### config.mk
export PLATFORM = sky130hd
export DESIGN_NAME = nvm_store_ctrl
export DESIGN_NICKNAME = d
export VERILOG_FILES = /design/src/nvm_store_ctrl.v
export VERILOG_INCLUDE_DIRS = /design/src
export SDC_FILE = /design/constraint.sdc
export NUM_CORES = 2
export LEC_CHECK = 0
export BUFFER_PORTS_ARGS = -buffer_cell sky130_fd_sc_hd__buf_2
export CAP_MARGIN = 20
export CELL_PAD_IN_SITES_DETAIL_PLACEMENT = 0
export CELL_PAD_IN_SITES_GLOBAL_PLACEMENT = 2
export CORE_MARGIN = 2
export CORE_UTILIZATION = 44
export DETAILED_ROUTE_END_ITERATION = 12
export PLACE_DENSITY_LB_ADDON = 0.3
export SLEW_MARGIN = 20
export SYNTH_ARGS = -nofsm -noshare
export SYNTH_HDL_FRONTEND = slang
export SYNTH_SLANG_ARGS = --single-unit
### constraint.sdc
create_clock -name clk -period 4.43 [get_ports clk]
set_input_delay 0.443 -clock clk [delete_from_list [all_inputs] [get_ports clk]]
set_output_delay 0.443 -clock clk [all_outputs]
set_load 0.02 [all_outputs]
### src/nvm_store_regs.vh
// Command codes, unlock keys, field positions and timing for the user NVM store block
`ifndef NVM_STORE_REGS_VH
`define NVM_STORE_REGS_VH

// Command codes seen on the serial link
`define NVM_CMD_SAVE 8'h15
`define NVM_CMD_RELOAD 8'h16
`define NVM_CMD_UNLOCK 8'hBD
`define NVM_CMD_ERASE 8'hBE
`define NVM_CMD_WORD 8'hBF
`define NVM_CMD_STATUS 8'hEF

// Unlock and erase keys
`define NVM_KEY_FIRST 8'h2B
`define NVM_KEY_RW_OPT 8'hD4
`define NVM_KEY_RW_REQ 8'hD5
`define NVM_KEY_RO_MID 8'h91
`define NVM_KEY_RO_OPT 8'hE4
`define NVM_KEY_RO_REQ 8'hE5
`define NVM_KEY_ERASE 8'h2B

// Status byte layout
`define NVM_STAT_NOT_BUSY 6
`define NVM_STAT_PEC_REQ 0

// Word port header positions
`define NVM_PTR_REVISION 16'h0000
`define NVM_PTR_COUNT 16'h0001
`define NVM_PTR_DATA0 16'h0002

// Timing
`define NVM_CLK_MHZ 10
`define NVM_PROG_TIME_NS 510000
`define NVM_ERASE_TIME_MS 400
`define NVM_PROG_CYCLES ((`NVM_PROG_TIME_NS * `NVM_CLK_MHZ + 999) / 1000)
`define NVM_ERASE_CYCLES (`NVM_ERASE_TIME_MS * `NVM_CLK_MHZ * 1000)

// Erased cell value
`define NVM_ERASED_WORD 16'hFFFF

`endif

### src/nvm_store_ctrl.v
// User NVM store, reload and bulk programming command engine
`include "nvm_store_regs.vh"

module nvm_store_ctrl #(
   parameter ADDR_W = 6,
   parameter USER_WORDS = 64,
   parameter [15:0] PACKING_REV = 16'h0001, // Arbitrary value
   parameter PROG_CYCLES = `NVM_PROG_CYCLES,
   parameter ERASE_CYCLES = `NVM_ERASE_CYCLES
)(
   input wire clk,
   input wire rst_n,
   input wire reset_pin_n,
   input wire cmd_valid,
   output wire cmd_ready,
   input wire cmd_wr,
   input wire [7:0] cmd_code,
   input wire [15:0] cmd_wdata,
   output reg cmd_ack_q,
   output reg cmd_nack_q,
   output wire rd_valid,
   input wire rd_ready,
   output wire [15:0] rd_data,
   output wire [ADDR_W-1:0] ram_addr,
   output reg ram_wr_q,
   output reg [15:0] ram_wdata_q,
   input wire [15:0] ram_rdata,
   output wire not_busy,
   output reg pec_required_q,
   output wire monitor_hold
);

   ////////////////////////////////////////////////////////////////////////////
   // States
   localparam [2:0] ST_IDLE = 3'd0;
   localparam [2:0] ST_SAVE = 3'd1;
   localparam [2:0] ST_LOAD = 3'd2;
   localparam [2:0] ST_ERASE = 3'd3;
   localparam [2:0] ST_PROG = 3'd4;

   localparam [2:0] LK_LOCKED = 3'd0;
   localparam [2:0] LK_GOT_FIRST = 3'd1;
   localparam [2:0] LK_GOT_MID = 3'd2;
   localparam [2:0] LK_RW = 3'd3;
   localparam [2:0] LK_RO = 3'd4;

   localparam [1:0] DIR_NONE = 2'd0;
   localparam [1:0] DIR_RD = 2'd1;
   localparam [1:0] DIR_WR = 2'd2;

   localparam [15:0] WORDS16 = USER_WORDS;

   function key_pec;
      input [7:0] k;
      begin
         key_pec = k[0];
      end
   endfunction

   ////////////////////////////////////////////////////////////////////////////
   // Storage and state
   reg [15:0] ee_q [0:USER_WORDS-1];
   reg [2:0] state_q;
   reg [2:0] lock_q;
   reg [1:0] dir_q;
   reg [31:0] wait_q;
   reg [ADDR_W-1:0] idx_q;
   reg [ADDR_W-1:0] wr_addr_q;
   reg [15:0] ptr_q;
   reg [7:0] key_last_q;
   reg [7:0] erase_last_q;
   reg erased_q;
   reg rp_meta_q;
   reg rp_sync_q;
   reg rp_prev_q;
   reg [15:0] fifo_q [0:1];
   reg fifo_wp_q;
   reg fifo_rp_q;
   reg [1:0] fifo_cnt_q;
   reg push;
   reg [15:0] push_data;
   integer i;

   // Last reload strobe trails the state change by one cycle
   wire busy = (state_q != ST_IDLE) || ram_wr_q;
   wire take = cmd_valid && cmd_ready;
   wire status_rd = !cmd_wr && (cmd_code == `NVM_CMD_STATUS);
   wire last_idx = (idx_q == USER_WORDS - 1);
   wire wait_done = (wait_q == 32'h00000000);
   wire pop = rd_valid && rd_ready;
   wire [15:0] data_idx = ptr_q - `NVM_PTR_DATA0;

   // Reads land in the buffer a cycle late, so count the word in flight
   assign cmd_ready = (fifo_cnt_q == 2'd0) || (fifo_cnt_q == 2'd1 && !push);
   assign rd_valid = (fifo_cnt_q != 2'd0);
   assign rd_data = fifo_q[fifo_rp_q];
   assign not_busy = !busy;
   assign monitor_hold = (state_q == ST_LOAD) || ram_wr_q;
   // Write address follows the registered strobe, read address the counter
   assign ram_addr = ram_wr_q ? wr_addr_q : idx_q;

   ////////////////////////////////////////////////////////////////////////////
   // Reset pin synchroniser; the released edge triggers a reload only while the engine is idle
   always @(posedge clk)
   begin
      if (!rst_n)
      begin
         rp_meta_q <= 1'b1;
         rp_sync_q <= 1'b1;
         rp_prev_q <= 1'b1;
      end
      else
      begin
         rp_meta_q <= reset_pin_n;
         rp_sync_q <= rp_meta_q;
         rp_prev_q <= rp_sync_q;
      end
   end

   wire pin_release = rp_sync_q && !rp_prev_q;

   ////////////////////////////////////////////////////////////////////////////
   // Two-entry read buffer
   always @(posedge clk)
   begin
      if (!rst_n)
      begin
         fifo_wp_q <= 1'b0;
         fifo_rp_q <= 1'b0;
         fifo_cnt_q <= 2'd0;
      end
      else
      begin
         if (push)
         begin
            fifo_q[fifo_wp_q] <= push_data;
            fifo_wp_q <= !fifo_wp_q;
         end
         if (pop)
            fifo_rp_q <= !fifo_rp_q;
         if (push && !pop)
            fifo_cnt_q <= fifo_cnt_q + 2'd1;
         else if (pop && !push)
            fifo_cnt_q <= fifo_cnt_q - 2'd1;
      end
   end

   ////////////////////////////////////////////////////////////////////////////
   // Command engine
   always @(posedge clk)
   begin
      push <= 1'b0;
      push_data <= 16'h0000;
      cmd_ack_q <= 1'b0;
      cmd_nack_q <= 1'b0;
      ram_wr_q <= 1'b0;
      if (!rst_n)
      begin
         state_q <= ST_LOAD;
         lock_q <= LK_LOCKED;
         dir_q <= DIR_NONE;
         wait_q <= 32'h00000000;
         idx_q <= {ADDR_W{1'b0}};
         ptr_q <= 16'h0000;
         key_last_q <= 8'h00;
         erase_last_q <= 8'h00;
         erased_q <= 1'b0;
         pec_required_q <= 1'b0;
         ram_wdata_q <= 16'h0000;
         wr_addr_q <= {ADDR_W{1'b0}};
         push <= 1'b0;
         cmd_ack_q <= 1'b0;
         cmd_nack_q <= 1'b0;
         ram_wr_q <= 1'b0;
      end
      else
      begin
         // Background transfers
         case (state_q)
            ST_IDLE:
            begin
               if (pin_release)
               begin
                  state_q <= ST_LOAD;
                  idx_q <= {ADDR_W{1'b0}};
               end
            end
            ST_SAVE:
            begin
               if (wait_done)
               begin
                  ee_q[idx_q] <= ram_rdata;
                  wait_q <= PROG_CYCLES - 1;
                  idx_q <= idx_q + 1'b1;
                  if (last_idx)
                  begin
                     state_q <= ST_PROG;
                     idx_q <= {ADDR_W{1'b0}};
                  end
               end
               else
                  wait_q <= wait_q - 1;
            end
            ST_LOAD:
            begin
               ram_wr_q <= 1'b1;
               ram_wdata_q <= ee_q[idx_q];
               wr_addr_q <= idx_q;
               idx_q <= idx_q + 1'b1;
               if (last_idx)
               begin
                  state_q <= ST_IDLE;
                  idx_q <= {ADDR_W{1'b0}};
               end
            end
            ST_ERASE, ST_PROG:
            begin
               // Program time of the last word, or the whole erase time
               if (wait_done)
                  state_q <= ST_IDLE;
               else
                  wait_q <= wait_q - 1;
            end
            default:
               state_q <= ST_IDLE;
         endcase

         if (take)
         begin
            if (status_rd)
            begin
               cmd_ack_q <= 1'b1;
               push <= 1'b1;
               push_data <= 16'h0000;
               push_data[`NVM_STAT_NOT_BUSY] <= !busy;
               push_data[`NVM_STAT_PEC_REQ] <= pec_required_q;
            end
            else if (busy)
               cmd_nack_q <= 1'b1;
            else
            begin
               cmd_ack_q <= 1'b1;
               case (cmd_code)
                  `NVM_CMD_SAVE:
                  begin
                     if (cmd_wr)
                     begin
                        state_q <= ST_SAVE;
                        idx_q <= {ADDR_W{1'b0}};
                        wait_q <= 32'h00000000;
                     end
                     else
                     begin
                        cmd_ack_q <= 1'b0;
                        cmd_nack_q <= 1'b1;
                        push <= 1'b1;
                     end
                  end
                  `NVM_CMD_RELOAD:
                  begin
                     if (cmd_wr)
                     begin
                        state_q <= ST_LOAD;
                        idx_q <= {ADDR_W{1'b0}};
                     end
                     else
                     begin
                        cmd_ack_q <= 1'b0;
                        cmd_nack_q <= 1'b1;
                        push <= 1'b1;
                     end
                  end
                  `NVM_CMD_UNLOCK:
                  begin
                     if (cmd_wr)
                     begin
                        key_last_q <= cmd_wdata[7:0];
                        lock_q <= LK_LOCKED;
                        if (cmd_wdata[7:0] == `NVM_KEY_FIRST)
                           lock_q <= LK_GOT_FIRST;
                        else if (lock_q == LK_GOT_FIRST &&
                                 (cmd_wdata[7:0] == `NVM_KEY_RW_OPT ||
                                  cmd_wdata[7:0] == `NVM_KEY_RW_REQ))
                        begin
                           lock_q <= LK_RW;
                           pec_required_q <= key_pec(cmd_wdata[7:0]);
                           ptr_q <= 16'h0000;
                           dir_q <= DIR_NONE;
                           erased_q <= 1'b0;
                        end
                        else if (lock_q == LK_GOT_FIRST &&
                                 cmd_wdata[7:0] == `NVM_KEY_RO_MID)
                           lock_q <= LK_GOT_MID;
                        else if (lock_q == LK_GOT_MID &&
                                 (cmd_wdata[7:0] == `NVM_KEY_RO_OPT ||
                                  cmd_wdata[7:0] == `NVM_KEY_RO_REQ))
                        begin
                           lock_q <= LK_RO;
                           pec_required_q <= key_pec(cmd_wdata[7:0]);
                           ptr_q <= 16'h0000;
                           dir_q <= DIR_NONE;
                        end
                     end
                     else
                     begin
                        push <= 1'b1;
                        push_data <= {8'h00,
                                      (lock_q == LK_LOCKED) ? 8'h00 : key_last_q};
                     end
                  end
                  `NVM_CMD_ERASE:
                  begin
                     if (cmd_wr)
                     begin
                        erase_last_q <= cmd_wdata[7:0];
                        if (lock_q == LK_RW && cmd_wdata[7:0] == `NVM_KEY_ERASE)
                        begin
                           for (i = 0; i < USER_WORDS; i = i + 1)
                              ee_q[i] <= `NVM_ERASED_WORD;
                           erased_q <= 1'b1;
                           ptr_q <= 16'h0000;
                           state_q <= ST_ERASE;
                           wait_q <= ERASE_CYCLES - 1;
                        end
                        else
                           lock_q <= LK_LOCKED;
                     end
                     else
                     begin
                        push <= 1'b1;
                        push_data <= {8'h00, erase_last_q};
                     end
                  end
                  `NVM_CMD_WORD:
                  begin
                     if (lock_q != LK_RW && lock_q != LK_RO)
                     begin
                        cmd_ack_q <= 1'b0;
                        cmd_nack_q <= 1'b1;
                        if (!cmd_wr)
                        begin
                           push <= 1'b1;
                           push_data <= 16'h0000;
                        end
                     end
                     else if (!cmd_wr)
                     begin
                        push <= 1'b1;
                        ptr_q <= ptr_q + 16'h0001;
                        dir_q <= DIR_RD;
                        if (dir_q == DIR_WR)
                        begin
                           push_data <= 16'h0000;
                           lock_q <= LK_LOCKED;
                        end
                        else if (ptr_q == `NVM_PTR_REVISION)
                           push_data <= PACKING_REV;
                        else if (ptr_q == `NVM_PTR_COUNT)
                           push_data <= WORDS16;
                        else if (data_idx < WORDS16)
                           push_data <= ee_q[data_idx[ADDR_W-1:0]];
                        else
                        begin
                           push_data <= 16'h0000;
                           lock_q <= LK_LOCKED;
                        end
                     end
                     else if (lock_q == LK_RW && erased_q && dir_q != DIR_RD &&
                              ptr_q < WORDS16)
                     begin
                        ee_q[ptr_q[ADDR_W-1:0]] <= cmd_wdata;
                        ptr_q <= ptr_q + 16'h0001;
                        dir_q <= DIR_WR;
                        state_q <= ST_PROG;
                        wait_q <= PROG_CYCLES - 1;
                     end
                     else
                        lock_q <= LK_LOCKED;
                  end
                  default:
                  begin
                     cmd_ack_q <= 1'b0;
                     cmd_nack_q <= 1'b1;
                     if (!cmd_wr)
                     begin
                        push <= 1'b1;
                        push_data <= 16'h0000;
                     end
                  end
               endcase
            end
         end
      end
   end

endmodule

# [Yosys cells after proc, flatten, opt, wreduce, memory -nomap -nowiden]
# Memories as Yosys holds them, arrays and structs flattened. A register that Yosys moved wholly into a read port is not among the register bits.
# Cells that the tools add are included.
[word_totals] ff_bits=113 mem_bits_rw=1056 input_bits=46 out_inout_bits=46 elab_cells=276 mem_count=2
[mem_list] name="ee_q" depth=64 width=16 rd=2 rd_clocked_by_memory_dff=1 write_ports=64 line="nvm_store_ctrl.v:62" source="reg [15:0] ee_q [0:USER_WORDS-1];"
[mem_list] name="fifo_q" depth=2 width=16 rd=1 rd_clocked_by_memory_dff=1 write_ports=1 line="nvm_store_ctrl.v:76" source="reg [15:0] fifo_q [0:1];"
[op_classes] addsub=6 n_lt_le_gt_ge=2 eq_ne=41 mux=142 bitwise_logic=5 n_reduce_logical=55
[op_table] cell="$mux W32" count=11
[op_table] cell="$mux W16" count=18
[op_table] cell="$pmux W16 S3" count=2
[op_table] cell="$pmux W32 S3" count=1
[op_table] cell="$mux W3" count=29
[op_table] cell="$eq A8 B8 Y1 const B" count=9
[op_table] cell="$mux W6" count=11
[op_table] cell="$pmux W32 S2" count=1
[op_table] cell="$mux W1" count=46
[op_table] cell="$logic_not A32 Y1" count=1
[op_table] cell="$lt A16 B7 Y1 const B" count=2
[op_table] cell="$reduce_or A16 Y1" count=2
[op_table] cell="$sub A32 B1 Y32 const B" count=1
[op_table] cell="$mux W8" count=3
[op_table] cell="$pmux W3 S4" count=2
[op_table] cell="$reduce_and A12 Y1" count=2
[op_table] cell="$mux W2" count=10
[op_table] cell="$pmux W6 S3" count=1
[op_table] cell="$add A16 B1 Y16 const B" count=1
[op_table] cell="$eq A16 B1 Y1 const B" count=1
[op_table] cell="$eq A8 B5 Y1 const B" count=2
[op_table] cell="$logic_not A16 Y1" count=1
[op_table] cell="$ne A2 B2 Y1 const B" count=8
[op_table] cell="$sub A16 B2 Y16 const B" count=1
[op_table] cell="35 further kinds" count=85

# [Depth between registers and ports, before layout]
[depth] depth_word=15 depth_mapped=14 ltp_nobuf=12

# [Least setup slack after synthesis]
# OpenSTA, ideal clock, no wires.
[synth_path] path_type="register to register" start="register ptr_q[1]" end="register push_data[11]" arrival_time_ns=3.821 slack_ns=0.492 stages_incl_launch_ff=12 synth_period_minus_slack_ns=3.938 cell_sequence="dfxtp_1 buf_2 buf_2 buf_2 buf_4 inv_1 ha_1 xor2_1 clkbuf_1 mux4_2 mux4_2 nor2b_1"
[synth_between] elab_chain_cells=9
[synth_rtl] element="from (decl)" line="nvm_store_ctrl.v:69" source="reg [15:0] ptr_q;"
[synth_rtl] element="from (signal assigned)" line="nvm_store_ctrl.v:349" source="ptr_q <= ptr_q + 16'h0001;"
[synth_rtl] element="from (signal assigned)" line="nvm_store_ctrl.v:372" source="ptr_q <= ptr_q + 16'h0001;"
[synth_rtl] element="$sub A16 B2 Y16 (no source line)"
[synth_rtl] element="$mem_v2 Z64 W16 or $lt A16 B7 Y1 (tied branches)"
[synth_rtl] element="$mux W16" line="nvm_store_ctrl.v:360" source="else if (data_idx < WORDS16)"
[synth_rtl] element="$mux W16" line="nvm_store_ctrl.v:358" source="else if (ptr_q == `NVM_PTR_COUNT)"
[synth_rtl] element="$mux W16 *" line="nvm_store_ctrl.v:356" source="else if (ptr_q == `NVM_PTR_REVISION)"
[synth_rtl] element="$mux W16 *" line="nvm_store_ctrl.v:351" source="if (dir_q == DIR_WR)"
[synth_rtl] element="$mux W16 *" line="nvm_store_ctrl.v:346" source="else if (!cmd_wr)"
[synth_rtl] element="$mux W16 *" line="nvm_store_ctrl.v:336" source="if (lock_q != LK_RW && lock_q != LK_RO)"
[synth_rtl] element="$pmux W16 S3 *" line="nvm_store_ctrl.v:243" source="case (cmd_code)"
[synth_rtl] element="to (signal, indexed assignment)" line="nvm_store_ctrl.v:236" source="push_data[`NVM_STAT_PEC_REQ] <= pec_required_q;"
[synth_rtl] element="to (signal assigned)" line="nvm_store_ctrl.v:331" source="push_data <= {8'h00, erase_last_q};"
[synth_rtl] element="to (signal assigned)" line="nvm_store_ctrl.v:361" source="push_data <= ee_q[data_idx[ADDR_W-1:0]];"
[synth_rtl] element="to (decl)" line="nvm_store_ctrl.v:81" source="reg [15:0] push_data;"
# Every way passes the cells marked *; elsewhere a longest branch is shown, timed or not.
# A chain may end at the register's enable or synchronous reset.

==> run metrics <==
VDD IR-drop max between 0.2 and 0.3 mV; DRC viols 0; Setup-failing EPs final 0; via count 45100; vias in the first global route ~44000; worst rel slew slack 17.3%; global route overflow 0; fraction of layout cells with a size suffix above 1 23.6%; Layout Utilization 49.9%; Detail Route Antenna Nets 0; Sw Share between 20% and 30%; Commonest cells post-synth dfxtp_1 (1154), nor2_1 (1091), mux2i_1 (1052); Row Count around 140; kind of cell adding the most delay to the critical path compound AO/OA/AOI/OAI gates; wire per inst approximately 30 microns; Synth Flop Type dfxtp_1; Flop pwr share around 46%; synthesized netlist cell count 5401; critical-path cell list clkinv_2, nor2_2, buf_4, a22oi_1, a21oi_1, nor4_2, o21ai_0; Data required, critical path 5120 ps; Pleak about 31 nW; Yosys Warn Count 0; Logic pwr share 3.9%; H-Tree Depth 4; cell taking the most area after synthesis dfxtp_1; Final nets ~5400; clock buffer depth 3; max cap viols 0; CTS tree built; critical path's slowest cell a21oi_1; final wirelength between 200000 and 250000 microns; First-pass DRT Iterations 5; GRT Total Usage 30.3%; initial antenna violation count 15; Pwr per Cell Area 339 nW/um^2; Hold WC Path Type in -> reg; status finished clean; Setup Fix Bufs, Post-CTS 0; root buffer cell clkbuf_16; syn_nets 5459; initial core utilization ~44%; largest net degree at the start of global routing approximately 160; Internal Power 17.9 mW; Vias/cell around 6.2; CP Launch Type flop; Cell variety after synth between 80 and 90; Layout area overhead 12.2%; critical-path maximum fanout 13; RSZ-0062 raised after global routing no; Final HPWL DP between 100000 and 150000 microns; Min Hold Slack ~65 ps; IO Pins around 90; area share of the largest cell type after synthesis 37.7%; clock power share roughly 50%; Sink Count roughly 1200; Clock Latency Late Sink ~800 ps; leading cell type by number of instances after synthesis dfxtp_1; post-CTS sizing 0; die area ~140000 sq um; Post-synth ARST share 0%; critical path class reg -> reg; global-route wire length before repair ~310000 microns; min Tclk post-route 4240 ps; die width approximately 380 microns; Die H roughly 380 microns; Tightest Pin Transition ~1200 ps; Seq/Total Area, Yosys around two fifths; synth top area cells dfxtp_1 (38%), mux4_2 (23%), mux2i_1 (17%); Final period util between 90% and 100%; EDFF count, synth 32; Critical Path Max Stage Delay 970 ps; register bit total from synthesis around 1200; Post-Syn Area per Cell 11.3 sq um; Final Hold Viols 0; TNS Setup 0 ps; Synth Cell Area about 60000 sq um; Worst-path clk slew 60 ps; PortBufs ~90; DRT iter0 DRCs between 4000 and 5000; worst path bufs/invs 2; f_max roughly 0.24 GHz; skew final around 24 ps; Critical Path AT ~4900 ps; Layout fillers ~12000; CTS Buf Count about 140; core area roughly 140000 sq um; Final Slew Violations 0; Switch Pwr between 5 and 6 mW; RD Place Congestion 0.919; critical path endpoint category flop
## cells in the final DEF, fill, tap and decap left out, types with 7 or more instances in the layout
| master | instances |
|---|---|
| dfxtp_1 | 1148 |
| nor2_1 | 1088 |
| mux2i_1 | 1052 |
| mux4_2 | 612 |
| buf_4 | 147 |
| clkbuf_16 | 145 |
| nand2_1 | 110 |
| buf_2 | 90 |
| nor3_1 | 71 |
| o21ai_0 | 59 |
| buf_12 | 56 |
| a21oi_1 | 55 |
| o22ai_1 | 50 |
| nand3_1 | 47 |
| a22oi_1 | 45 |
| and2_1 | 44 |
| nor2b_1 | 39 |
| nand2_2 | 39 |
| clkbuf_8 | 36 |
| edfxtp_1 | 32 |
| clkbuf_1 | 28 |
| mux2_2 | 26 |
| or3_1 | 26 |
| nand2_4 | 24 |
| inv_1 | 22 |
| nor4_1 | 21 |
| clkinv_2 | 21 |
| nand2b_1 | 21 |
| a31oi_1 | 21 |
| nand4_1 | 20 |
| a211oi_4 | 16 |
| a21boi_0 | 16 |
| a211oi_1 | 12 |
| ha_1 | 11 |
| nor3b_1 | 10 |
| xnor2_1 | 8 |
| or4_1 | 7 |
| and3_1 | 7 |
| o211ai_1 | 7 |
## routing by layer
metal	share of wire, %	routed length, microns	vias to the layer above	track usage [%]
li1	-	-	19700	-
met3	7.4	15900	388	6.19
met1	42	91700	23300	41.1
met2	46	99000	1663	47.1
met4	4.4	9470	10	12.4
met5	0.034	74	-	0
## state kept, by name (all words and copies together) (netlist names), 2 cells and up, named ones only
name,count
dir_q,2
ee_q,1024
erase_last_q,8
fifo_cnt_q,2
fifo_q,32
idx_q,6
key_last_q,8
lock_q,3
ptr_q,16
push_data,16
ram_wdata_q,16
state_q,3
wait_q,32
wr_addr_q,6
## tightest hold or removal path: cells and delay by family
kind | cells | cell delay [ps]
buffers and inverters | 1 | 170
muxes | 1 | 90
and+or+nand+nor | 1 | 90
## kinds of logic (layout without fill, tap and decap cells)
| logic type | count (synthesis) | in the layout | synth area share [%] |
|---|---|---|---|
| buffers and inverters | 523 | 565 | 3.95 |
| and+or+nand+nor | 1625 | 1625 | 11.9 |
| muxes | 1695 | 1695 | 40.3 |
| other | 0 | 5 | 0 |
| DFF | 1186 | 1186 | 39.3 |
| AOI/OAI and AO/OA | 342 | 342 | 4.04 |
| xor gates and xnor gates | 18 | 18 | 0.257 |
| adders and majority gates | 12 | 12 | 0.245 |
## repair_timing
action	in CTS	in global routing
hold buffers	1	0
hold endpoints to repair	1	0
endpoints found under the setup margin	0	0
## stage by stage
stage,instances,cell area (sq um),power (mW),setup WS [ps]
CTS,7237,68700,23.5,453
floorplan,5401,61200,11.5,492
global route,7239,68700,24.0,404
detailed placement,6989,64100,11.9,405
finish,7242,68700,23.3,187
global placement,6989,64100,11.9,438
## power groups by stage
stage	clock network, mW	registers (mW)	logic (mW)
2_1_floorplan	0	11.0	0.573
3_3_place_gp	0	11.0	0.910
3_5_place_dp	0	11.0	0.911
4_1_cts	11.8	10.8	0.912
5_1_grt	12.3	10.8	0.949
6_report	11.6	10.8	0.914
## cell type report
type / instances / area (sq um) / area share [%]
Antenna cell: 5 / 12.5 / 0.0182
Clock buffer: 209 / 4230 / 6.15
Multi-Input combinational cell: 3692 / 35000 / 50.9
Sequential cell: 1186 / 24100 / 35.0
Inverter: 24 / 91.3 / 0.133
Timing Repair Buffer: 294 / 2690 / 3.91
Tap cell: 1794 / 2240 / 3.27
Clock inverter: 38 / 368 / 0.535
## path summary, 6_finish.rpt
| kind | from | end | cells past startpoint | slack, ps |
|---|---|---|---|---|
| max reg2reg | idx_q[3] | ram_wdata_q[11] | 7 | 190 |
| max | idx_q[3] | ram_wdata_q[11] | 7 | 190 |
| min reg2reg | rp_meta_q | rp_sync_q | 1 | 410 |
| min | cmd_wdata[0] | pec_required_q | 3 | 70 |
(Power assumes the default switching activity.)
